File: src/conn_req_defines.svh
`ifndef CONN_REQ_DEFINES_SVH
`define CONN_REQ_DEFINES_SVH

// ==========================================
// Word layout
`define CRW_WORD_W 32
`define CRW_LOCAL_BIT 31
`define CRW_VU_HI 30
`define CRW_VU_LO 29
`define CRW_WIDTH_BIT 28
`define CRW_DIR_BIT 27
`define CRW_PS_HI 26
`define CRW_PS_LO 25
`define CRW_CAMP_BIT 24
`define CRW_ROUTE_HI 23
`define CRW_ROUTE_W 24
`define CRW_ADDR_W 12
`define CRW_DEST_HI 23
`define CRW_DEST_LO 12
`define CRW_SRC_HI 11

// ==========================================
// Reset values
`define CRW_RESET_WORD 32'h0000_0000

`endif

File: src/conn_req_pkg.sv
`include "conn_req_defines.svh"

package conn_req_pkg;

  // ==========================================
  // Path selection codes
  typedef enum logic [1:0] {
    PS_SOURCE = 2'h0,
    PS_LOGICAL_FIRST = 2'h1,
    PS_RESERVED = 2'h2,
    PS_LOGICAL_SWITCH = 2'h3
  } path_sel_e;

  // ==========================================
  // Decoded parts of a request word
  typedef struct packed {
    logic localFmt;
    logic [1:0] vendorBits;
    logic wide;
    logic dirMsb;
    path_sel_e pathSel;
    logic campOn;
    logic [`CRW_ROUTE_W-1:0] routing;
    logic [`CRW_ADDR_W-1:0] destAddr;
    logic [`CRW_ADDR_W-1:0] srcAddr;
    logic pathError;
  } req_fields_s;

  // ==========================================
  // Whole state of the codec
  typedef struct packed {
    logic [`CRW_WORD_W-1:0] cfgWord;
    logic wideMeta;
    logic wideSync;
    logic reqValid;
    logic [`CRW_WORD_W-1:0] reqWord;
    req_fields_s fields;
  } codec_state_s;

endpackage

File: src/conn_req_field_decode.sv
`timescale 1ns/10ps
`include "conn_req_defines.svh"

module conn_req_field_decode (
  // Word in
  input wire logic [`CRW_WORD_W-1:0] word,
  // Parts out
  output conn_req_pkg::req_fields_s fields
);

  always_comb begin
    fields = '0;
    fields.localFmt = word[`CRW_LOCAL_BIT];
    // Private layout: nothing below the format bit is interpreted
    if (!word[`CRW_LOCAL_BIT]) begin
      fields.vendorBits = word[`CRW_VU_HI:`CRW_VU_LO];
      fields.wide = word[`CRW_WIDTH_BIT];
      fields.dirMsb = word[`CRW_DIR_BIT];
      fields.pathSel = conn_req_pkg::path_sel_e'(word[`CRW_PS_HI:`CRW_PS_LO]);
      fields.campOn = word[`CRW_CAMP_BIT];
      fields.routing = word[`CRW_ROUTE_HI:0];
      // Logical split only means something in the two logical path modes, not source routing or reserved
      if (fields.pathSel == conn_req_pkg::PS_LOGICAL_FIRST ||
          fields.pathSel == conn_req_pkg::PS_LOGICAL_SWITCH) begin
        fields.destAddr = word[`CRW_DEST_HI:`CRW_DEST_LO];
        fields.srcAddr = word[`CRW_SRC_HI:0];
      end
      fields.pathError = (fields.pathSel == conn_req_pkg::PS_RESERVED);
    end
  end

endmodule // conn_req_field_decode

File: src/connection_request_field_codec.sv
`timescale 1ns/10ps
`include "conn_req_defines.svh"

// Function
// - Every connection request leaves with one 32-bit routing and control word.
// - Bit 31 set means private layout; standard fields are then not decoded.
// - Bit 28 tells the source data bus width: 0 for 32, 1 for 64.
// - Bits 23:0 carry the routing field, hop list in source routing.
// - The loaded word goes out with each request until reloaded, unaltered but for bit 28, which follows the strap in the standard layout.
module connection_request_field_codec #(
  parameter int WORD_W = `CRW_WORD_W
) (
  // Clock and reset
  input wire logic core_clk,
  input wire logic srst,
  // Configuration load
  input wire logic loadValid,
  input wire logic [`CRW_WORD_W-1:0] loadWord,
  // Source bus width strap, from a pin
  input wire logic busWide,
  // Connection request
  input wire logic connReq,
  // Outgoing word and its parts
  output logic reqValid,
  output logic [`CRW_WORD_W-1:0] reqWord,
  output conn_req_pkg::req_fields_s reqFields
);

  // ==========================================
  // Elaboration check
  if (WORD_W != `CRW_WORD_W) begin : gWidthCheck
    $error("connection request word must be 32 bits");
  end

  // ==========================================
  // State
  conn_req_pkg::codec_state_s state_r;
  conn_req_pkg::codec_state_s state_nxt;
  logic [`CRW_WORD_W-1:0] sendWord;
  conn_req_pkg::req_fields_s sendFields;

  // Width bit follows the strap only in the standard layout; a private word
  // is left exactly as loaded since its bit 28 may mean something else.
  always_comb begin
    sendWord = state_r.cfgWord;
    if (!state_r.cfgWord[`CRW_LOCAL_BIT]) begin
      sendWord[`CRW_WIDTH_BIT] = state_r.wideSync;
    end
  end

  conn_req_field_decode u_conn_req_field_decode (
    .word(sendWord),
    .fields(sendFields)
  );

  always_comb begin
    state_nxt = state_r;
    state_nxt.wideMeta = busWide;
    state_nxt.wideSync = state_r.wideMeta;
    // A load in the same cycle as a request takes effect from the next one
    if (loadValid) begin
      state_nxt.cfgWord = loadWord;
    end
    state_nxt.reqValid = connReq;
    if (connReq) begin
      state_nxt.reqWord = sendWord;
      state_nxt.fields = sendFields;
    end
  end

  always_ff @(posedge core_clk) begin
    if (srst) begin
      state_r <= '0;
      state_r.cfgWord <= `CRW_RESET_WORD;
    end else begin
      state_r <= state_nxt;
    end
  end

  assign reqValid = state_r.reqValid;
  assign reqWord = state_r.reqWord;
  assign reqFields = state_r.fields;

  // ==========================================
  // Checks
  logic [`CRW_WORD_W-1:0] lastLoad;
  logic loadSeen;
  always_ff @(posedge core_clk) begin
    if (srst) begin
      lastLoad <= `CRW_RESET_WORD;
      loadSeen <= 1'b0;
    end else if (loadValid) begin
      lastLoad <= loadWord;
      loadSeen <= 1'b1;
    end
  end

  // ==========================================
  // Field decode, reset and load checks
  logic stdOut;
  assign stdOut = reqValid && !reqWord[`CRW_LOCAL_BIT];
endmodule // connection_request_field_codec

File: config.mk
export PLATFORM = sky130hd
export DESIGN_NAME = connection_request_field_codec
export DESIGN_NICKNAME = d
export VERILOG_FILES = /design/src/conn_req_pkg.sv /design/src/conn_req_field_decode.sv /design/src/connection_request_field_codec.sv
export VERILOG_INCLUDE_DIRS = /design/src
export SDC_FILE = /design/constraint.sdc
export NUM_CORES = 1
export LEC_CHECK = 0
export ABC_AREA = 1
export BUFFER_PORTS_ARGS = -buffer_cell sky130_fd_sc_hd__buf_2
export CAP_MARGIN = 20
export CORE_MARGIN = 10
export CORE_UTILIZATION = 30
export CTS_CLUSTER_SIZE = 12
export DETAILED_ROUTE_END_ITERATION = 8
export HOLD_SLACK_MARGIN = 0.1
export PLACE_DENSITY = 0.5
export RECOVER_POWER = 100
export SLEW_MARGIN = 30
export SYNTH_ARGS = -nofsm -noshare
export SYNTH_HDL_FRONTEND = slang
export SYNTH_SLANG_ARGS = --single-unit
File: constraint.sdc
create_clock -name core_clk -period 1.3 [get_ports core_clk]
set_clock_uncertainty 0.2 [all_clocks]
set_input_delay 0.065 -clock core_clk [delete_from_list [all_inputs] [get_ports core_clk]]
set_output_delay 0.065 -clock core_clk [all_outputs]
set_load 0.03 [all_outputs]
Word level (Yosys, flattened, before mapping)
Cells that the tools add are included.
- equal/unequal tests: 3
- muxes and demuxes: 3
- reduce and logical (&&, ||, !) cells: 1
- operators with widths (operator ; count):
    2-to-1 mux 56 bit ; 1
    2-to-1 mux 24 bit ; 1
    == test 2 bit, second input constant ; 2
    == test 2 x 1 -> 1 bit, second input constant ; 1
    logical OR 1 bit ; 1
    2-to-1 mux 1 bit ; 1
- register bits: 124
- input port bits: 37
- output and inout port bits: 90
- word-level logic and storage cells: 22

Logic depth before layout (Yosys ltp)
- depth after elaboration: 4
- gate-level depth with buffers: 7
- depth with buffers taken out: 5

Hierarchy
Synthesis repeated with hierarchy kept, for this count alone.
- cells, all modules: 751
- area total of the unflattened synthesis: 5465.2 sq um
- by module, submodules not included (module ; times used ; cells an instance ; area an instance (sq um) ; sequential area each (sq um)):
    connection_request_field_codec ; 1 ; 629 ; 4946.0 ; 2482.4
    conn_req_field_decode ; 1 ; 122 ; 519.2 ; 0.0

Worst setup path after synthesis
No wires, ideal clock.
- kind: register to register
- start: reg state_r (netlist bit sendWord[31])
- end: reg state_r (netlist bit reqFields[12])
- library setup time: 132 ps
- arrival time: 826 ps
- required time: 968 ps
- slack: 141 ps
- cell stages (with the launch flop): 5
- buffers on the path: 1
- clock period less this slack: 1159 ps
- cells stage by stage: dfxtp_1 > inv_1 > buf_2 > nand4_1 > a21oi_1
- longest elaborated chain between the ends: 1
- ends and longest elaborated chain (what ; line ; RTL):
    start, declared ; connection_request_field_codec.sv:37 ; conn_req_pkg::codec_state_s state_r;
    start signal, assigned ; connection_request_field_codec.sv:76 ; state_r <= state_nxt;
    2-to-1 mux 56 bit ; conn_req_field_decode.sv:15 ; if (!word[`CRW_LOCAL_BIT]) begin
No other way between the ends.
A chain may end at the register's enable or synchronous reset.

Final worst setup path
- start: reg state_r (netlist bit reqFields[21])
- end: out reqFields[21] in the netlist's numbering
- RTL lines (what ; line ; RTL):
    end, declared ; connection_request_field_codec.sv:26 ; output conn_req_pkg::req_fields_s reqFields
No word-level cell between the ends.

==> impl_metrics.py <==
metrics = {
    "run": {
        "drv_cap": 0,
    },
    "synthesis": {
        "synth_simple_gate_area_share": 0.1998,
        "synth_compound_area_frac": 0.1205,
        "synth_top_family_by_area": "simple AND/OR/NAND/NOR gates",
        "synthAdderAreaFrac": 0,
        "synth_fp_nets": 662,
        "netlist_area_um2": 4984,
        "synth_xor_area_frac": 0,
        "synth.area.mux_share": 0,
        "syn-instance-count": 625,
        "yosys_warnings": 0,
        "synth_area_per_cell_um2": 7.974,
        "ys_seq_area_frac": 0.4941,
        "synth_cell_type_count": 17,
        "synth_seq_cells": 123,
    },
    "critical_path": {
        "cp.depth": 1,
        "cp_max_fo": 2,
        "crit_family": "flip-flops",
        "worst_r2r_startpoint": "state_nxt[90]",
        "end_kind": "output pin",
        "cp.buffers_inverters": 1,
        "reg2regPathDepth": 3,
        "startpoint": "reqFields[21]",
        "cp_data_arrival_time_ns": 0.99,
        "critPathKind": "flip-flop to output pin",
        "crit_required_ns": 1.03,
        "path_cells": "clkbuf_2",
        "critical_path.max_stage_delay_ns": 0.36,
        "cp_slowest_cell": "dfxtp_1",
        "startpoint_type": "flip-flop",
    },
    "placement": {
        "place_hpwl_mm": 9.620,
        "gp_congestion": 0.7663,
        "numPortBuffers": 126,
    },
    "route": {
        "wl_per_cell_um": 15.51,
        "initialDrtViolationCount": 200,
        "finalWirelength_mm": 14.44,
        "drt_pass1_iterations": 4,
        "ant_nets": 0,
        "num_vias": 4176,
        "viasPerCell": 4.485,
        "drc_errors": 0,
    },
    "min_path": {
        "min_path_type": "input port to flip-flop",
        "min_path_cells": 4,
        "hold_start": "connReq",
    },
    "pwr": {
        "ir_worst_vdd_uv": 880.0,
        "powerDensity_nw_per_um2": 1550,
        "leakagePower_nw": 2.637,
    },
    "sta": {
        "setup_violations": 0,
        "hold_ws_ns": -0.03509,
        "tns_ns": 0,
        "min_period_ns": 1.253,
        "slew_violations": 0,
        "worst_slew_pin_slew_ns": 0.3665,
        "rsz0062_at_grt": "no",
        "period_share": 0.9635,
        "final_hold_viol_count": 77,
        "fmax_mhz": 798.4,
        "max_slew_margin": 0.7557,
    },
    "cts": {
        "clkTransAtPathRegs_ns": 0.06,
        "cts_sinks": 123,
        "cts_tree": "yes",
        "cts_buffers": 17,
        "h-tree-depth": 4,
        "clk_latency_ns": 0.41,
        "cts-root-buf": "clkbuf_16",
        "clock_path_buffers": 2,
    },
    "final_layout": {
        "layout.nets": 735,
        "area_growth_syn_to_layout_pct": 26.61,
        "multi_input_area_um2": 1600,
        "n_fill_cell": 1727,
        "antenna_cells": 0,
        "seqCellArea_um2": 2462,
        "drive_gt1_frac": 0.2532,
    },
    "die": {
        "start_util": 0.3037,
        "dieArea_um2": 22170,
        "coreArea_um2": 16410,
        "die_x_um": 148.9,
        "die_h_um": 148.9,
        "io_pins": 127,
        "num_rows": 47,
    },
    "global_routing": {
        "grt_pass1_wl_mm": 23.40,
        "grt_pass1_vias": 4294,
        "grt_util_all_layers": 0.1323,
        "use_met1": 0.1669,
        "antenna_found_initial": 0,
        "use_met2": 0.2111,
        "grt_max_degree": 49,
        "busiest_layer": "met2",
        "grt.overflow.total": 0,
        "grt_util_met3": 0.04126,
    },
    "run_status": {
        "status": "complete, but fails checks",
        "failed_checks": "hold timing",
    },
}
[per-layer routing]
| layer | share of wire | vias up | wire length, µm |
|---|---|---|---|
| met5 | 0 | - | 0 |
| met3 | 0.057 | 7 | 819 |
| met4 | 0.010 | 0 | 147 |
| met1 | 0.47 | 1972 | 6763 |
| met2 | 0.46 | 97 | 6713 |
| li1 | - | 2100 | - |
[registers in the layout, indices dropped and copies added, names as in the netlist]
| name | cells |
|---|---|
| reqFields | 56 |
| reqValid | 1 |
| reqWord | 32 |
| sendWord | 31 |
| state_nxt | 1 |
| state_r | 2 |
[layout by cell type (no fill, tap or decap), types with 2 or more instances in the layout]
cell	count
nand2_1	142
dfxtp_1	123
a21oi_1	87
clkbuf_2	75
nor2_1	66
buf_2	46
dlygate4sd3_1	39
o21ai_0	32
nand4_1	24
clkbuf_16	17
buf_12	12
buf_4	10
nand3_1	8
inv_1	6
clkinv_4	4
clkinvlp_4	4
bufinv_16	2
clkbuf_8	2
clkinv_2	2
clkbuf_4	2
[report_power, final]
| group | total (mW) | internal, mW | switching [mW] |
|---|---|---|---|
| logic | 0.999 | 0.382 | 0.617 |
| clock network | 4.73 | 2.93 | 1.80 |
| registers | 4.05 | 3.93 | 0.121 |
| total | 9.78 | 7.25 | 2.54 |
[tightest hold or removal path: cells and delay by family]
family	cells	cell delay, ns
simple gates	1	0.08
compound gates	1	0.06
buf+inv	2	0.33
[per-stage QoR]
stage	std cells	worst slack (ns)	cell area [µm²]	util	power [mW]
floorplan	625	0.1413	4984	-	4.783
global placement	859	0.01575	5303	0.3232	5.040
detailed placement	859	0.07020	5303	0.3232	5.053
CTS	939	0.0001070	6380	0.3889	9.905
global route	931	0.0008490	6310	0.3846	10.18
finish	931	0.04746	6310	0.3846	9.781
[area by class of cell]
class / count / area share
multi-input combinational: 362 / 0.2536
timing repair buffer: 186 / 0.2128
sequential: 123 / 0.3902
clock inverter: 13 / 0.02280
clock buffer: 19 / 0.07178
tap: 220 / 0.04362
inverter: 8 / 0.005156
[worst paths after layout]
check             endpoint  slack, ns
max          reqFields[21]       0.05
min          reqFields[36]      -0.04
max reg2reg    state_r[90]       0.07
min reg2reg    reqWord[29]       0.26
[what timing repair did]
action / in CTS / in global routing
endpoints found under the hold margin: 123 / 117
resized for setup: 0 / 11
hold buffers: 48 / 1
setup endpoints to repair: 0 / 17
buffers inserted: 0 / 0
[cell usage after synthesis, drive strengths merged]
| library cell | n | area, µm² |
|---|---|---|
| nand2 | 142 | 533.0 |
| dfxtp | 123 | 2462 |
| buf | 118 | 837.1 |
| a21oi | 88 | 440.4 |
| nor2 | 67 | 267.8 |
| o21ai | 32 | 160.2 |
| nand4 | 24 | 150.1 |
| clkbuf | 14 | 52.55 |
| nand3 | 8 | 40.04 |
| inv | 7 | 31.28 |
| clkinv | 1 | 3.750 |
| nor3 | 1 | 5.000 |
[logic make-up after synthesis]
kind of cell | count (synthesis)
simple gates | 242
flops | 123
compound gates | 120
buf+inv | 140
Power figures use the tool's default switching activity.
